**src/dsp_cfg_pkg.sv**
```systemverilog
// Package: register map, field layout and decoded configuration of DSP bank
package dsp_cfg_pkg;

   typedef logic [8:0] dsp_word_t;
   typedef logic [5:0] dsp_index_t;

   // Bus and bank geometry
   localparam int ADR_W = 8;
   localparam int NUM_PLAIN = 12;
   localparam int NUM_NOTCH = 4;
   localparam int NOTCH_COMMIT_BIT = 8;

   // Register indices (byte address is four times the index)
   localparam dsp_index_t OFS_EQ_BAND5 = 6'h16;
   localparam dsp_index_t OFS_LIM1 = 6'h18;
   localparam dsp_index_t OFS_LIM2 = 6'h19;
   localparam dsp_index_t OFS_NOTCH_A0_HIGH = 6'h1B;
   localparam dsp_index_t OFS_NOTCH_A0_LOW = 6'h1C;
   localparam dsp_index_t OFS_NOTCH_A1_HIGH = 6'h1D;
   localparam dsp_index_t OFS_NOTCH_A1_LOW = 6'h1E;
   localparam dsp_index_t OFS_LVL1 = 6'h20;
   localparam dsp_index_t OFS_LVL2 = 6'h21;
   localparam dsp_index_t OFS_LVL3 = 6'h22;
   localparam dsp_index_t OFS_GATE = 6'h23;
   localparam dsp_index_t OFS_PLL_INT = 6'h24;
   localparam dsp_index_t OFS_PLL_FRAC_HIGH = 6'h25;
   localparam dsp_index_t OFS_PLL_FRAC_MID = 6'h26;
   localparam dsp_index_t OFS_PLL_FRAC_LOW = 6'h27;
   localparam dsp_index_t OFS_WIDEN = 6'h29;

   // Slot numbers of the plain registers
   localparam int SLOT_EQ5 = 0;
   localparam int SLOT_LIM1 = 1;
   localparam int SLOT_LIM2 = 2;
   localparam int SLOT_LVL1 = 3;
   localparam int SLOT_LVL2 = 4;
   localparam int SLOT_LVL3 = 5;
   localparam int SLOT_GATE = 6;
   localparam int SLOT_PLL_INT = 7;
   localparam int SLOT_FRAC_HIGH = 8;
   localparam int SLOT_FRAC_MID = 9;
   localparam int SLOT_FRAC_LOW = 10;
   localparam int SLOT_WIDEN = 11;

   // Plain register table: index, reset value, implemented bits
   localparam dsp_index_t PLAIN_OFS [NUM_PLAIN] = '{
      OFS_EQ_BAND5, OFS_LIM1, OFS_LIM2, OFS_LVL1, OFS_LVL2, OFS_LVL3,
      OFS_GATE, OFS_PLL_INT, OFS_PLL_FRAC_HIGH, OFS_PLL_FRAC_MID,
      OFS_PLL_FRAC_LOW, OFS_WIDEN};
   localparam dsp_word_t PLAIN_RST [NUM_PLAIN] = '{
      9'h02C, 9'h032, 9'h000, 9'h038, 9'h00B, 9'h032,
      9'h000, 9'h008, 9'h00C, 9'h093, 9'h0E9, 9'h000};
   localparam dsp_word_t PLAIN_MASK [NUM_PLAIN] = '{
      9'h07F, 9'h1FF, 9'h07F, 9'h1BF, 9'h0FF, 9'h1FF,
      9'h00F, 9'h01F, 9'h03F, 9'h1FF, 9'h1FF, 9'h00F};

   // Notch table; commit bit is write-only and never stored
   localparam dsp_index_t NOTCH_OFS [NUM_NOTCH] = '{
      OFS_NOTCH_A0_HIGH, OFS_NOTCH_A0_LOW, OFS_NOTCH_A1_HIGH,
      OFS_NOTCH_A1_LOW};
   localparam dsp_word_t NOTCH_RST = 9'h000;
   localparam dsp_word_t NOTCH_MASK [NUM_NOTCH] = '{
      9'h0FF, 9'h07F, 9'h07F, 9'h07F};

   // Field positions
   localparam int EQ5_CORNER_LSB = 5;
   localparam int EQ5_GAIN_LSB = 0;
   localparam int LIM_ON_BIT = 8;
   localparam int LIM_RELEASE_LSB = 4;
   localparam int LIM_ATTACK_LSB = 0;
   localparam int LIM_THRESH_LSB = 4;
   localparam int LIM_BOOST_LSB = 0;
   localparam int NOTCH_ON_BIT = 7;
   localparam int NOTCH_HALF_W = 7;
   localparam int LVL_LEFT_BIT = 8;
   localparam int LVL_RIGHT_BIT = 7;
   localparam int LVL_CEIL_LSB = 3;
   localparam int LVL_FLOOR_LSB = 0;
   localparam int LVL_HOLD_LSB = 4;
   localparam int LVL_TARGET_LSB = 0;
   localparam int LVL_MODE_BIT = 8;
   localparam int LVL_RELEASE_LSB = 4;
   localparam int LVL_ATTACK_LSB = 0;
   localparam int GATE_ON_BIT = 3;
   localparam int GATE_THRESH_LSB = 0;
   localparam int PLL_HALVE_BIT = 4;
   localparam int PLL_INT_LSB = 0;
   localparam int FRAC_HIGH_W = 6;
   localparam int WIDEN_LSB = 0;

   // Code limits; codes above a limit act as the limit
   localparam logic [4:0] EQ_GAIN_MAX = 5'h18;
   localparam logic [3:0] LIM_ATTACK_MAX = 4'hB;
   localparam logic [2:0] LIM_THRESH_MAX = 3'h5;
   localparam logic [3:0] LIM_BOOST_MAX = 4'hC;
   localparam logic [3:0] LVL_HOLD_MAX = 4'hA;
   localparam logic [3:0] LVL_ATTACK_MAX = 4'hA;

   // Level-control step timing
   localparam int LVL_RELEASE_BASE_US = 500;
   localparam int LVL_ATTACK_BASE_US = 125;
   localparam int LVL_LIMITER_SHIFT = 2;
   localparam int LVL_HOLD_BASE_MS = 2;
   localparam int LVL_HOLD_CAP_MS = 1000;

   // Decoded configuration handed to the signal-processing datapaths
   typedef struct packed {
      logic [1:0] bandFiveCornerSel;
      logic [4:0] bandFiveGain;
      logic playbackLimiterOn;
      logic [3:0] playbackLimiterRelease;
      logic [3:0] playbackLimiterAttack;
      logic [2:0] playbackLimiterThreshold;
      logic [3:0] playbackLimiterBoost;
      logic [3:0] playbackFixedBoost;
      logic notchOn;
      logic [13:0] notchCoefZero;
      logic [13:0] notchCoefOne;
      logic levelCtrlLeftOn;
      logic levelCtrlRightOn;
      logic [2:0] levelCtrlGainCeiling;
      logic [2:0] levelCtrlGainFloor;
      logic [9:0] levelCtrlHoldMs;
      logic [3:0] levelCtrlTarget;
      logic levelCtrlLimiterSel;
      logic [23:0] levelCtrlReleaseStepUs;
      logic [17:0] levelCtrlAttackStepUs;
      logic gateOn;
      logic [2:0] gateThreshold;
      logic pllInputHalve;
      logic [3:0] pllIntegerRatio;
      logic [23:0] pllFractionRatio;
      logic [3:0] stereoWidenDepth;
      logic stereoWidenOn;
   } dsp_cfg_s;

endpackage : dsp_cfg_pkg

```
**src/dsp_config_registers.sv**
```systemverilog
// Module: audio DSP configuration register bank on a classic Wishbone slave
// Functional notes
// - Band-five corner: 2-bit code, default second
// - Band-five gain 1dB steps, reserved codes above
// - Playback limiter enable bit, off at reset
// - Limiter release 4-bit doubling code, default 0011
// - Limiter attack doubling, saturates from 1011
// - Limiter threshold 1dB steps, saturates from 101
// - Boost 0..12dB; fixed gain when limiter off
// - Notch writes pend until commit bit set
// - Notch enable beside first coefficient, off reset
// - Notch coefficients from high and low halves
// - Level-control channel enables: bit left, bit right
// - Level-control gain ceiling and floor limits
// - Hold time doubles from 2ms, caps 1000ms
// - Level target 1.5dB steps, default code 1011
// - Mode bit: normal regulation or limiter
// - Release step doubling, 500us or 125us base
// - Attack step doubling, saturates from 1010
// - Noise gate enable and 3-bit threshold
// - PLL input prescaler halves or passes clock
// - Fraction ratio from three registers, 24 bits
// - Stereo widening depth, zero disables effect
//
// The implementer's own choice: the Wishbone register port.
`timescale 1ns/10ps

module dsp_config_registers (
   // Clock and reset
   input wire logic clk_sys,
   input wire logic reset,
   // Wishbone classic slave
   input wire logic wb_cyc_i,
   input wire logic wb_stb_i,
   input wire logic wb_we_i,
   input wire logic [dsp_cfg_pkg::ADR_W-1:0] wb_adr_i,
   input wire logic [31:0] wb_dat_i,
   input wire logic [3:0] wb_sel_i,
   output logic [31:0] wb_dat_o,
   output logic wb_ack_o,
   // Decoded configuration to the datapaths
   output dsp_cfg_pkg::dsp_cfg_s cfg
);
   import dsp_cfg_pkg::*;

   // Clamp a code to its highest legal value
   function automatic logic [4:0] clampCode(input logic [4:0] code,
                                            input logic [4:0] limit);
      clampCode = (code > limit) ? limit : code;
   endfunction : clampCode

   // Byte-lane merge: lane 0 covers bits 7..0, lane 1 covers bit 8
   function automatic dsp_word_t laneMerge(input dsp_word_t old,
                                           input dsp_word_t wr,
                                           input logic [3:0] sel);
      dsp_word_t laneMask;
      laneMask = {sel[1], {8{sel[0]}}};
      laneMerge = (old & ~laneMask) | (wr & laneMask);
   endfunction : laneMerge

   dsp_index_t regIndex;
   logic request;
   logic writeTaken;
   logic commitReq;
   dsp_word_t wrWord;
   dsp_word_t plainReg [NUM_PLAIN];
   dsp_word_t notchPend [NUM_NOTCH];
   dsp_word_t notchLive [NUM_NOTCH];
   logic [NUM_PLAIN-1:0] plainHit;
   logic [NUM_NOTCH-1:0] notchHit;
   dsp_word_t readWord;
   dsp_cfg_s next_cfg;

   // Address decode; low address bits are ignored as words are aligned
   assign regIndex = wb_adr_i[ADR_W-1:2];
   assign request = wb_cyc_i & wb_stb_i & ~wb_ack_o;
   assign writeTaken = request & wb_we_i;
   assign wrWord = wb_dat_i[8:0];
   // Commit only counts when the lane holding bit 8 is written
   assign commitReq = wrWord[NOTCH_COMMIT_BIT] & wb_sel_i[1];

   // Ack one cycle after the request, dropped the cycle after
   always_ff @(posedge clk_sys) begin
      if (reset) begin
         wb_ack_o <= 1'b0;
      end else begin
         wb_ack_o <= request;
      end
   end

   // Plain registers, one generated slot each
   genvar gi;
   generate
      for (gi = 0; gi < NUM_PLAIN; gi++) begin : g_plain
         assign plainHit[gi] = (regIndex == PLAIN_OFS[gi]);
         always_ff @(posedge clk_sys) begin
            if (reset) begin
               plainReg[gi] <= PLAIN_RST[gi];
            end else if (writeTaken && plainHit[gi]) begin
               // Unimplemented bits stay zero
               plainReg[gi] <= laneMerge(plainReg[gi], wrWord, wb_sel_i)
                               & PLAIN_MASK[gi];
            end
         end
      end
   endgenerate

   // Notch double buffer: pending copy always tracks writes,
   // live copy only moves on a commit so all four change together
   generate
      for (gi = 0; gi < NUM_NOTCH; gi++) begin : g_notch
         assign notchHit[gi] = (regIndex == NOTCH_OFS[gi]);
         always_ff @(posedge clk_sys) begin
            if (reset) begin
               notchPend[gi] <= NOTCH_RST;
               notchLive[gi] <= NOTCH_RST;
            end else if (writeTaken && notchHit[gi]) begin
               notchPend[gi] <= laneMerge(notchPend[gi], wrWord,
                                          wb_sel_i) & NOTCH_MASK[gi];
               if (commitReq) begin
                  notchLive[gi] <= laneMerge(notchPend[gi], wrWord,
                                             wb_sel_i) & NOTCH_MASK[gi];
               end
            end else if (writeTaken && commitReq && (|notchHit)) begin
               notchLive[gi] <= notchPend[gi];
            end
         end
      end
   endgenerate

   // Read mux; live notch values are shown, unmapped reads as zero
   always_comb begin
      readWord = '0;
      for (int i = 0; i < NUM_PLAIN; i++) begin
         if (plainHit[i]) begin
            readWord = plainReg[i];
         end
      end
      for (int i = 0; i < NUM_NOTCH; i++) begin
         if (notchHit[i]) begin
            readWord = notchLive[i];
         end
      end
   end

   // Read data registered with the ack
   always_ff @(posedge clk_sys) begin
      if (reset) begin
         wb_dat_o <= '0;
      end else if (request && !wb_we_i) begin
         wb_dat_o <= {23'h000000, readWord};
      end
   end

   // Decode register fields into datapath settings
   always_comb begin
      dsp_word_t eq5;
      dsp_word_t lim1;
      dsp_word_t lim2;
      dsp_word_t lvl1;
      dsp_word_t lvl2;
      dsp_word_t lvl3;
      dsp_word_t gate;
      dsp_word_t pllInt;
      logic [3:0] holdCode;
      logic [3:0] relCode;
      logic [3:0] atkCode;
      logic [23:0] relUs;
      logic [17:0] atkUs;
      holdCode = '0;
      relCode = '0;
      atkCode = '0;
      relUs = '0;
      atkUs = '0;
      eq5 = plainReg[SLOT_EQ5];
      lim1 = plainReg[SLOT_LIM1];
      lim2 = plainReg[SLOT_LIM2];
      lvl1 = plainReg[SLOT_LVL1];
      lvl2 = plainReg[SLOT_LVL2];
      lvl3 = plainReg[SLOT_LVL3];
      gate = plainReg[SLOT_GATE];
      pllInt = plainReg[SLOT_PLL_INT];
      next_cfg = '0;

      // Band-five equaliser
      next_cfg.bandFiveCornerSel = eq5[EQ5_CORNER_LSB +: 2];
      // Reserved gain codes act as the highest gain
      next_cfg.bandFiveGain =
         clampCode(eq5[EQ5_GAIN_LSB +: 5], EQ_GAIN_MAX);

      // Playback limiter
      next_cfg.playbackLimiterOn = lim1[LIM_ON_BIT];
      next_cfg.playbackLimiterRelease = lim1[LIM_RELEASE_LSB +: 4];
      next_cfg.playbackLimiterAttack = 4'(clampCode(
         {1'b0, lim1[LIM_ATTACK_LSB +: 4]}, {1'b0, LIM_ATTACK_MAX}));
      next_cfg.playbackLimiterThreshold = 3'(clampCode(
         {2'b00, lim2[LIM_THRESH_LSB +: 3]},
         {2'b00, LIM_THRESH_MAX}));
      // Boost is the limiter's ceiling when on, a fixed gain when off
      if (lim1[LIM_ON_BIT]) begin
         next_cfg.playbackLimiterBoost = 4'(clampCode(
            {1'b0, lim2[LIM_BOOST_LSB +: 4]}, {1'b0, LIM_BOOST_MAX}));
      end else begin
         next_cfg.playbackFixedBoost = 4'(clampCode(
            {1'b0, lim2[LIM_BOOST_LSB +: 4]}, {1'b0, LIM_BOOST_MAX}));
      end

      // Notch filter from the live copy only
      next_cfg.notchOn = notchLive[0][NOTCH_ON_BIT];
      next_cfg.notchCoefZero = {notchLive[0][NOTCH_HALF_W-1:0],
                                notchLive[1][NOTCH_HALF_W-1:0]};
      next_cfg.notchCoefOne = {notchLive[2][NOTCH_HALF_W-1:0],
                               notchLive[3][NOTCH_HALF_W-1:0]};

      // Record-path level control
      next_cfg.levelCtrlLeftOn = lvl1[LVL_LEFT_BIT];
      next_cfg.levelCtrlRightOn = lvl1[LVL_RIGHT_BIT];
      next_cfg.levelCtrlGainCeiling = lvl1[LVL_CEIL_LSB +: 3];
      next_cfg.levelCtrlGainFloor = lvl1[LVL_FLOOR_LSB +: 3];
      holdCode = 4'(clampCode({1'b0, lvl2[LVL_HOLD_LSB +: 4]},
                              {1'b0, LVL_HOLD_MAX}));
      // Top code would give 1024ms; the hold stops at its cap instead
      if (holdCode == 4'h0) begin
         next_cfg.levelCtrlHoldMs = 10'h000;
      end else if (holdCode == LVL_HOLD_MAX) begin
         next_cfg.levelCtrlHoldMs = 10'(LVL_HOLD_CAP_MS);
      end else begin
         next_cfg.levelCtrlHoldMs =
            10'(LVL_HOLD_BASE_MS) << (holdCode - 4'h1);
      end
      next_cfg.levelCtrlTarget = lvl2[LVL_TARGET_LSB +: 4];
      next_cfg.levelCtrlLimiterSel = lvl3[LVL_MODE_BIT];

      // Step durations; limiter mode runs four times faster
      relCode = lvl3[LVL_RELEASE_LSB +: 4];
      atkCode = 4'(clampCode({1'b0, lvl3[LVL_ATTACK_LSB +: 4]},
                             {1'b0, LVL_ATTACK_MAX}));
      relUs = 24'(LVL_RELEASE_BASE_US) << relCode;
      atkUs = 18'(LVL_ATTACK_BASE_US) << atkCode;
      if (lvl3[LVL_MODE_BIT]) begin
         relUs = relUs >> LVL_LIMITER_SHIFT;
         atkUs = atkUs >> LVL_LIMITER_SHIFT;
      end
      next_cfg.levelCtrlReleaseStepUs = relUs;
      next_cfg.levelCtrlAttackStepUs = atkUs;

      // Noise gate
      next_cfg.gateOn = gate[GATE_ON_BIT];
      next_cfg.gateThreshold = gate[GATE_THRESH_LSB +: 3];

      // PLL; the integer range is software's duty and passes unchecked
      next_cfg.pllInputHalve = pllInt[PLL_HALVE_BIT];
      next_cfg.pllIntegerRatio = pllInt[PLL_INT_LSB +: 4];
      next_cfg.pllFractionRatio = {
         plainReg[SLOT_FRAC_HIGH][FRAC_HIGH_W-1:0],
         plainReg[SLOT_FRAC_MID],
         plainReg[SLOT_FRAC_LOW]};

      // Stereo widening
      next_cfg.stereoWidenDepth = plainReg[SLOT_WIDEN][WIDEN_LSB +: 4];
      next_cfg.stereoWidenOn =
         |plainReg[SLOT_WIDEN][WIDEN_LSB +: 4];
   end

   // Outputs held in flip-flops so datapaths see glitch-free settings
   always_ff @(posedge clk_sys) begin
      if (reset) begin
         cfg <= '0;
      end else begin
         cfg <= next_cfg;
      end
   end

endmodule : dsp_config_registers

```
**config.mk**
```make
export PLATFORM = sky130hd
export DESIGN_NAME = dsp_config_registers
export DESIGN_NICKNAME = d
export VERILOG_FILES = /design/src/dsp_cfg_pkg.sv /design/src/dsp_config_registers.sv
export SDC_FILE = /design/constraint.sdc
export NUM_CORES = 1
export LEC_CHECK = 0
export CAP_MARGIN = 20
export CORE_MARGIN = 8
export CORE_UTILIZATION = 40
export CTS_CLUSTER_DIAMETER = 150
export DETAILED_ROUTE_END_ITERATION = 12
export DONT_BUFFER_PORTS = 1
export GPL_ROUTABILITY_DRIVEN = 0
export SYNTH_ARGS = -nofsm -noshare
export SYNTH_HDL_FRONTEND = slang
export SYNTH_SLANG_ARGS = --single-unit
```
**constraint.sdc**
```tcl
create_clock -name clk_sys -period 2.6 [get_ports clk_sys]
set_input_delay 0.26 -clock clk_sys [delete_from_list [all_inputs] [get_ports clk_sys]]
set_output_delay 0.26 -clock clk_sys [all_outputs]
set_load 0.02 [all_outputs]
```
* After elaboration in Yosys (flattened, before gate mapping) *
Memories as Yosys holds them, arrays and structs flattened.
Index checks and enable logic that the tools add are counted.
W data, S select, Z words.

word-level totals
  word-level logic and storage cells = 285
  register bits after elaboration = 169
  input bits = 49
  memories kept = 3
  RAM bits = 176

cells by class
  reductions and logical operators = 31
  $add $sub $neg = 1
  shift operators = 3
  magnitude comparators = 6
  equality and inequality tests = 17
  muxes and demuxes = 125
  bitwise logic cells = 64

memories
  memory     depth  width  rd ports  clocked after memory_dff  wr ports  RTL line                    source
  plainReg   12     9      12        0                         12        dsp_config_registers.sv:66  dsp_word_t plainReg [NUM_PLAIN];
  notchLive  4      9      4         0                         4         dsp_config_registers.sv:68  dsp_word_t notchLive [NUM_NOTCH];
  notchPend  4      8      4         0                         4         dsp_config_registers.sv:67  dsp_word_t notchPend [NUM_NOTCH];

operators by type and width
  operator                count
  $mux W9                 36
  $mux W1                 76
  $and A9 B9 Y9           6
  $eq A6 B6 Y1 const B    9
  $or A9 B9 Y9            5
  $eq A6 B5 Y1 const B    7
  $and A7 B7 Y7           5
  $or A7 B7 Y7            5
  $mux W8                 4
  $or A1 B1 Y1            24
  $shl A9 B4 Y24 const A  1
  $mux W22                1
  $logic_and A1 B1 Y1     19
  $shl A7 B4 Y18 const A  1
  $and A8 B8 Y8           2
  $gt A4 B4 Y1 const B    4
  $mux W16                1
  $mux W4                 4
  $or A8 B8 Y8            2
  $reduce_or A2 Y1        7
  $mux W10                1
  $shl A2 B4 Y10 const A  1
  $not A9 Y9              1
  $and A4 B4 Y4           2
  other kinds (17)        23

* Depth between registers and ports, before layout *
Gate-level depths: netlist of the first run.

  word-level depth = 17
  mapped depth = 8
  depth with buffers taken out = 6

* Least setup slack after synthesis of the first run *
No wires, ideal clock.

  path kind = input port to flip-flop
  from = input port wb_adr_i[7] (netlist name)
  to = memory plainReg[0][10] (netlist name), enable pin
  stages = 5
  data arrival time = 1643 ps
  path slack = 570 ps
  setup time = 387 ps
  path buffers = 2
  cell sequence = buf_2 and4bb_2 buf_2 nand2_1 o21ai_0

RTL lines
  what                RTL line                    source
  start: declaration  dsp_config_registers.sv:36  input wire logic [dsp_cfg_pkg::ADR_W-1:0] wb_adr_i,
  end: declaration    dsp_config_registers.sv:66

==> metrics.md, run 1 <==
| Metric | Value |
|---|---|
| Setup crit end kind | flop |
| Setup bufs post-CTS | 0 |
| Nets@finish | 1327 |
| Met1 Use GR | 27.7% |
| Rel. slew slack | ~48% |
| Max Clk Rate | around 460 MHz |
| Die Y | 199 um |
| Hold Crit Class | primary input to flop |
| Post-route setup TNS | 0 ns |
| Max rail drop VDD | 0.000444 V |
| CTS tree | yes |
| FF+latch area | roughly 7700 um2 |
| Adder-cell area share of the yosys netlist | 0.0936% |
| Buffers on Ports | 0 |
| Crit Path Max Fanout | 8 |
| Crit share post-route | 83.7% |
| Post-Place Worst Slack | 0.473 ns |
| HPWL Detailed | approximately 30000 um |
| Worst Setup Path Type | flop to flop |
| Antenna-violating nets left | 0 |
| First-pass GRT wire length | roughly 63000 um |
| Sequential cell area fraction in the yosys report | between 50% and 60% |
| Drt first pass iters | 5 |
| Lkg Pwr | 0.00534 uW |
| Routing usage on met2 | between 30% and 40% |
| Total wire length | between 40000 and 50000 um |
| Final setup viols | 0 |
| Max Clock Skew | 0.0139 ns |
| H-tree Lvls | 2 |
| Fill cells | 3182 |
| Outcome | finished clean |
| RSZ-0062 raised after global routing | false |
| Largest net degree at the start of global routing | between 100 and 150 |
| Via-to-Cell Ratio | 5.71 |
| Xor and xnor area share after synthesis | 0.131% |
| DIE AREA | 39500 um2 |
| Unique masters post-synth | 84 |
| Post-synth EDFFs | roughly 140 |
| Synth area leaders | edfxtp_1 32%, dfxtp_1 25%, nand2b_1 5.3%, nor2b_1 4.8%, a21oi_1 4.6% |
| Fin. Hold Viols | 0 |
| Critical Path Source | wb_ack_o |
| Met3 Track Usage GR | 5.92% |
| Final slew viol count | 0 |
| Total core area | between 30000 and 40000 um2 |
| Area occupied by multi-input gates | 5160 um2 |
| PwrDens | about 730 nW/um2 |
| Vias in the first global route | 9814 |
| Io pins | 241 |
| Mux contribution to synthesized area | 1.11% |
| Post-Synth Simple-Gate Area | 21.2% |
| Antenna violations before repair | 1 |
| Fin crit period | 2.18 ns |
| Root Buffer | clkbuf_16 |
| Worst setup margin | roughly 0.42 ns |
| Complex-gate fraction of the synthesized area | around 15% |
| # DRC | 0 |
| CP required | 2.97 ns |
| Setup crit start kind | flop |
| CTS sink count | around 310 |
| Die X | 199 um |
| #FFs+latches synth | 311 |
| Largest family of logic cells by synthesized area | simple AND/OR/NAND/NOR gates |
| Site row count | 67 |
| YS warnings | 0 |
| Vias | 10000 |
| Primary FF master, synth | dfxtp_1 |
| Yosys top cell by area | edfxtp_1 |
| Area Overhead vs Synth | 12.8% |
| Layout cells sized above 1 | 9.98% |
| GRT Overall Usage | between 20% and 30% |
| Slew of the pin with the lowest slew margin | 0.758 ns |
| CTS clk-pin slew, worst paths | 0.06 ns |
| Post-Synthesis Cells | 1276 |
| Initial Util | between 40% and 50% |
| Reg2Reg Launch Point | wb_ack_o |
| Syn avg cell area | 10.5 um2 |
| Min-delay src | wb_dat_i[3] |
| CTS buffer count | 34 |
| Cell area after synthesis | between 10000 and 15000 um2 |
| DR WL/cell | 24.5 um |
| Crit path DAT | about 2.6 ns |
| Post-synth ARST share | 0% |
| 1st-iter DRT viols | 944 |
| Remaining global-route overflow | 0 |
| Maximum clock insertion buffer count | 3 |
| Yosys top cell area share | 32.1% |
| Total of max-cap violations | 0 |
| Busiest grt layer | met2 |
| Later-pin clock latency in the skew report | 0.52 ns |
cell families after synthesis:
logic type / count (synthesis)
other: 1
buffers and inverters: 131
muxes: 14
xor gates and xnor gates: 2
adders and majority gates: 1
AOI/OAI and AO/OA: 312
and+or+nand+nor: 504
DFF: 311
power by group:
part           internal, uW  switching [uW]
combinational           218             386
clock                  2930            1960
sequential             5270             258
worst max-delay path, cell delays in order, from the launching register on:
cell and delay [ns]:
dfxtp_1 0.40, and4bb_1 0.34, and2_1 0.50, nand2_2 0.24, nor2_2 0.32, a32o_1 0.24
routing by layer:
metal / wire length, um / up-vias
li1: - / 4543
met1: 17600 / 4829
met2: 19100 / 524
met3: 4360 / 110
met4: 1810 / 0
met5: 0 / -
state kept, by name (all words and copies together) (netlist names):
name       cells
cfg          158
notchLive     29
notchPend     29
plainReg      85
wb_ack_o       1
wb_dat_o       9
synthesized netlist by cell type, types with 18 or more instances:
cell type	number
buf_4	33
nand2_1	58
o21ai_0	41
nor3_1	27
clkbuf_1	58
a21oi_1	123
nor2b_1	103
nand2b_1	114
buf_2	21
and2_1	18
edfxtp_1	143
nor2_1	65
a22o_1	18
nand3_1	55
dfxtp_1	168
cells in the final DEF, fill, tap and decap left out, types with 25 or more instances in the layout:
cell / instances
dfxtp_1: 168
edfxtp_1: 143
a21oi_1: 123
nand2b_1: 114
nor2b_1: 103
nor2_1: 65
nand2_1: 58
nand3_1: 55
buf_4: 44
o21ai_0: 41
clkbuf_16: 41
nor3_1: 27
conb_1: 25
worst paths after layout:
check,end,slack (ns),cells after the start
setup / recovery,notchLive[3][6],0.42,5
setup reg to reg,notchLive[3][6],0.42,5
hold reg to reg,cfg[35],0.52,2
hold / removal,notchLive[3][3],0.02,1
layout make-up:
class                           instances  area share [%]
Antenna cell                            1          0.0166
Clock buffer                           52            7.28
Clock inverter                          9           0.357
Inverter                               14           0.348
Multi-Input combinational cell        858            34.2
Sequential cell                       311            50.8
Tap cell                              448            3.72
Timing Repair Buffer                   58            3.30
repair_timing:
action	CTS	global route
gates resized for setup	0	0
hold endpoints to repair	144	0
hold buffers	13	0
per-stage QoR:
| step | hold WS [ns] | instance area, um2 | util (%) | total power (uW) | instances |
|---|---|---|---|---|---|
| 3_3_place_gp | 0.345 | 13800 | 41.5 | 6160 | 1676 |
| 2_1_floorplan | 0.444 | 13500 | - | 6040 | 1300 |
| 4_1_cts | 0.000931 | 15100 | 45.4 | 11100 | 1750 |
| 3_5_place_dp | 0.346 | 13800 | 41.5 | 6170 | 1676 |
| 6_report | 0.0162 | 15100 | 45.4 | 11000 | 1751 |
| 5_1_grt | 0.0194 | 15100 | 45.4 | 11400 | 1751 |
No activity file was read; power rests on OpenSTA's default activity.
==> inputs of run 2 (changes only) <==
clock period = 2 ns   (was 2.6 ns; I/O delays follow)
==> metrics.md, run 2 (synthesis results as in run 1) <==
| Metric | Value |
|---|---|
| Reg2reg path depth | 7 (+2) |
| Top Registers | cfg (158), plainReg (85) |
| Drt first pass iters | 5 (unchanged) |
| Crit path DAT | 2.28 ns (-0.27 ns) |
| Max rail drop VDD | 0.000495 V (+11%) |
| DR WL/cell | 24.0 um (-1.7%) |
| Most common cell after layout, fill and taps aside | dfxtp_1 |
| Fin crit period | 1.88 ns (-0.295 ns) |
| Final core occ | 47.5% (+2.0 points) |
| Slew of the pin with the lowest slew margin | 0.660 ns (-0.0978 ns) |
| Worst Setup Path Type | flop to flop |
| GRT Overall Usage | 21.6% (+0.50 points) |
| Vias | 10200 (+2.0%) |
| R2R Setup Slk | 0.12 ns (-0.30 ns) |
| First-pass GRT wire length | 64500 um (+1.7%) |
| Setup crit start kind | flop |
| Layout cells sized above 1 | 12.1% (+2.1 points) |
| Maximum clock insertion buffer count | 3 (unchanged) |
| CTS buffer count | 34 (unchanged) |
| Largest net degree at the start of global routing | 100 (-22%) |
| Lkg Pwr | 0.00572 uW (+7.2%) |
| Total wire length | 43700 um (+2.0%) |
| Site row count | 67 (unchanged) |
| Post-route setup TNS | 0 ns (unchanged) |
| Final slew viol count | 0 (unchanged) |
| Crit Path Max Fanout | 11 (+3) |
| 1st-iter DRT viols | 995 (+5.4%) |
| Hold Crit Class | primary input to flop |
| Die X | 199 um (unchanged) |
| Nets@finish | 1390 (+4.7%) |
| Critical Path Source | wb_ack_o |
| H-tree Lvls | 2 (unchanged) |
| Placed cell area | 14000 um2 (+1.9%) |
| Antenna-violating nets left | 0 (unchanged) |
| Max Clk Rate | 531 MHz (+16%) |
| RSZ-0062 raised after global routing | false |
| PwrDens | 934 nW/um2 (+28%) |
| Io pins | 241 (unchanged) |
| Initial Util | 40.3% (unchanged) |
| Hold slack | 0.0218 ns (+0.00554 ns) |
| CTS tree | yes |
| Most flops, register | cfg |
| Crit share post-route | 94.1% (+10 points) |
| Fin. Hold Viols | 0 (unchanged) |
| Die Y | 199 um (unchanged) |
| Rel. slew slack | 56.0% (+7.8 points) |
| Vias in the first global route | 10000 (+2.1%) |
| Final setup viols | 0 (unchanged) |
| Remaining global-route overflow | 0 (unchanged) |
| Area Overhead vs Synth | 17.8% |
| Max Clock Skew | 0.0195 ns (+0.00561 ns) |
| Total core area | 33200 um2 (unchanged) |
| Setup bufs post-CTS | 0 (unchanged) |
| CTS clk-pin slew, worst paths | 0.06 ns (about the same) |
| Outcome | finished clean |
| CP required | 2.40 ns (-0.57 ns) |
| HPWL Detailed | 29600 um (-0.94%) |
| Final instance area | 15800 um2 (+4.4%) |
| FF-to-FF End | wb_dat_o[6] |
| Root Buffer | clkbuf_16 |
| Via-to-Cell Ratio | 5.62 (-1.6%) |
| Number of flip-flops under the largest register name | 158 (unchanged) |
| DIE AREA | 39500 um2 (unchanged) |
| # DRC | 0 (unchanged) |
| Fill cells | 3084 (-3.1%) |
| Setup crit end kind | flop |
| Commonest cells after routing, fill and taps aside | 168 x dfxtp_1, 143 x edfxtp_1, 123 x a21oi_1, 114 x nand2b_1, 103 x nor2b_1 |
| Min-delay src | wb_sel_i[0] |
| Reg2Reg Launch Point | wb_ack_o |
| Hold depth | 2 (+1) |
| Antenna violations before repair | 2 (+1) |
| Buffers on Ports | 0 (unchanged) |
| WHS Endpoint | notchPend[2][3] |
| Later-pin clock latency in the skew report | 0.52 ns (about the same) |
| CTS sink count | 311 (unchanged) |
| Total of max-cap violations | 0 (unchanged) |
## run 2: changes by cell type in the layout (fill, tap and decap cells not counted), sizes merged
cell	change
clkbuf	+2
buf	+34
bufinv	+2
diode	+1
inv	-3
dlygate4sd3	+29
## run 2: metrics by stage
stage / setup slack (ns) / power, uW / std cells
2_1_floorplan: 0.0299 / 7850 / 1300
3_3_place_gp: 0.177 / 8040 / 1708
3_5_place_dp: 0.127 / 8050 / 1708
4_1_cts: 0.121 / 14800 / 1813
5_1_grt: 0.00649 / 15200 / 1816
6_report: 0.118 / 14700 / 1816
## run 2: power by group
| group | total (uW) | internal, uW | switching, uW |
|---|---|---|---|
| logic | 892 | 347 | 545 |
| clock network | 6630 | 4130 | 2500 |
| registers | 7180 | 6850 | 329 |
| total | 14700 | 11300 | 3380 |
## run 2: layout make-up
class	count	area, um2	share of cell area, %
Sequential cell	311	7660	48.6
Multi-Input combinational cell	858	5160	32.8
Clock buffer	54	1120	7.14
Timing Repair Buffer	121	1100	6.96
Tap cell	448	561	3.56
Clock inverter	8	91.3	0.580
Inverter	14	52.6	0.334
Antenna cell	2	5.00	0.0318
## run 2: timing repair
action | CTS | global route
endpoints found under the hold margin | 243 | 0
setup endpoints to repair | 0 | 3
hold buffers | 43 | 0
gates resized for setup | 0 | 1
## run 2: critical path: stages (launching register included)
cell	delay [ns]
dfxtp_1	0.32
buf_4	0.16
nor4bb_2	0.27
buf_4	0.23
nor2b_1	0.09
a211o_1	0.32
a311oi_1	0.29
nor2_1	0.09
## run 2: per-layer routing
metal	routed length, um	track usage, %	up-vias
met3	4620	6.50	104
met4	1730	8.98	0
met2	20000	34.2	546
met1	17300	27.3	4892
li1	-	-	4665
met5	0	0	-
## run 2: worst max path at each step
stage,to,slack [ns]
after floorplan,plainReg[0][10],0.03
after global placement,wb_dat_o[2],0.18
after detailed placement,wb_dat_o[1],0.13
after CTS,wb_dat_o[2],0.12
after global routing,wb_dat_o[1],0.006
final,wb_dat_o[6],0.12
==> inputs of run 3 (changes only) <==
PLACE_DENSITY = 0.58   (was default)
==> metrics.md, run 3 (synthesis results as in run 1) <==
| Metric | Value |
|---|---|
| Max Clk Rate | 545 MHz (+2.5%) |
| Vias | 10300 (+1.2%) |
| HPWL Detailed | 30300 um (+2.2%) |
| Largest net degree at the start of global routing | 100 (unchanged) |
| Fin crit period | 1.84 ns (-0.0458 ns) |
| Io pins | 241 (unchanged) |
| Die X | 199 um (unchanged) |
| CTS clk-pin slew, worst paths | 0.06 ns (about the same) |
| Hold Crit Class | primary input to flop |
| Crit share post-route | 91.8% (-2.3 points) |
| Slew of the pin with the lowest slew margin | 0.780 ns (+0.120 ns) |
| Fin. Hold Viols | 0 (unchanged) |
| RSZ-0062 raised after global routing | false |
| Lkg Pwr | 0.00572 uW (about the same) |
| Most flops, register | cfg |
| Site row count | 67 (unchanged) |
| H-tree Lvls | 2 (unchanged) |
| Area Overhead vs Synth | 17.7% |
| Dominant delay contributor by cell family on the critical path | simple AND/OR/NAND/NOR gates |
| Maximum clock insertion buffer count | 3 (unchanged) |
| Vias in the first global route | 9902 (-1.2%) |
| Power, Total | 14700 uW (-0.36%) |
| Top Registers | cfg (158), plainReg (85) |
| Placed cell area | 14000 um2 (about the same) |
| Outcome | finished clean |
| Later-pin clock latency in the skew report | 0.52 ns (about the same) |
| Initial Util | 40.3% (unchanged) |
| Via-to-Cell Ratio | 5.67 (+0.96%) |
| DIE AREA | 39500 um2 (unchanged) |
| Layout cells sized above 1 | 12.3% (+0.24 points) |
| Total wire length | 43900 um (+0.63%) |
| Commonest cells after routing, fill and taps aside | 168 x dfxtp_1, 143 x edfxtp_1, 123 x a21oi_1, 114 x nand2b_1, 103 x nor2b_1 |
| PwrDens | 931 nW/um2 (-0.25%) |
| First-pass GRT wire length | 64300 um (-0.40%) |
| Final slew viol count | 0 (unchanged) |
| CTS sink count | 311 (unchanged) |
| Antenna violations before repair | 1 (-1) |
| Setup crit end kind | flop |
| DR WL/cell | 24.1 um (+0.36%) |
| Antenna-violating nets left | 0 (unchanged) |
| Crit path DAT | 2.26 ns (-0.02 ns) |
| Drt first pass iters | 5 (unchanged) |
| Crit-path cells | buf_4 -> nor4bb_2 -> buf_4 -> and2_2 -> o21a_1 -> nand4_1 -> o31ai_1 |
| Number of flip-flops under the largest register name | 158 (unchanged) |
| Final instance area | 15700 um2 (-0.10%) |
| Max rail drop VDD | 0.000548 V (+11%) |
| CP bufs+invs | 2 (unchanged) |
| Buffers on Ports | 0 (unchanged) |
| # DRC | 0 (unchanged) |
| Remaining global-route overflow | 0 (unchanged) |
| Cell mode on critical path | buf_4 |
| Post-Place Worst Slack | 0.0374 ns (-0.0898 ns) |
| CTS tree | yes |
| Total core area | 33200 um2 (unchanged) |
| Fill cells | 3138 (+1.8%) |
| Critical Path Max Stage Delay | 0.32 ns (about the same) |
| Final setup viols | 0 (unchanged) |
| Slowest cell on the critical path | dfxtp_1 |
| Nets@finish | 1396 (+0.43%) |
| Post-route setup TNS | 0 ns (unchanged) |
| CP required | 2.43 ns (+0.03 ns) |
| 1st-iter DRT viols | 1154 (+16%) |
| Worst Setup Path Type | flop to flop |
| Setup crit start kind | flop |
| CTS buffer count | 35 (+2.9%) |
| Rel. slew slack | 48.0% (-8.0 points) |
| Most common cell after layout, fill and taps aside | dfxtp_1 |
| Die Y | 199 um (unchanged) |
| GRT Overall Usage | 21.4% (-0.18 points) |
| Crit Path Max Fanout | 8 (-3) |
| Worst setup margin | 0.164 ns (+0.0458 ns) |
| Root Buffer | clkbuf_16 |
| Placed cell count | 1710 (+0.12%) |
| Max Clock Skew | 0.0181 ns (-0.00145 ns) |
| Total of max-cap violations | 0 (unchanged) |
| Non-filler instance count after layout | 1821 (+0.28%) |
-- run 3: cell types whose count changed in the layout (fill, tap and decap cells not counted), sizes merged --
cell,delta
buf,+5
clkinv,+1
clkinvlp,-1
diode,-1
inv,+1
-- run 3: worst paths after layout --
path                                         to       startpoint  cells past startpoint  slack (ns)
worst max-delay path                wb_dat_o[1]         wb_ack_o                      7        0.16
worst min-delay path            notchPend[0][1]      wb_sel_i[0]                      2        0.03
worst max register to register      wb_dat_o[1]         wb_ack_o                      7        0.16
worst min register to register          cfg[96]  plainReg[0][28]                      1        0.53
-- run 3: metrics by stage --
step | utilization [%] | hold WS (ns)
finish | 47.4 | 0.0280
global route | 47.4 | 0.0220
CTS | 47.3 | 0.00121
detailed placement | 42.3 | 0.285
global placement | 42.3 | 0.286
floorplan | - | 0.402
-- run 3: layout make-up --
cell class,instances,area (um2),area share (%)
Sequential cell,311,7660,48.7
Inverter,14,52.6,0.334
Tap cell,448,561,3.56
Timing Repair Buffer,126,1090,6.95
Clock buffer,54,1100,7.01
Clock inverter,9,100,0.636
Multi-Input combinational cell,858,5170,32.8
Antenna cell,1,2.50,0.0159
-- run 3: timing repair --
action                     in CTS  in global routing
gates resized for setup         0                  2
hold buffers                   43                  0
hold endpoints to repair      211                  0
setup endpoints to repair       0                  2
setup buffers                   0                  4
-- run 3: per-layer routing --
metal / vias up / global-route usage (%) / share of wire (%)
met5: - / 0 / 0.041
met4: 2 / 8.48 / 3.5
met3: 94 / 5.55 / 11
met2: 581 / 33.4 / 45
met1: 4977 / 28.2 / 40
li1: 4679 / - / -
-- run 3: where the power goes --
group | total, uW | switching [uW] | internal [uW]
Combinational | 879 | 534 | 345
Sequential | 7180 | 332 | 6850
Clock | 6590 | 2520 | 4070
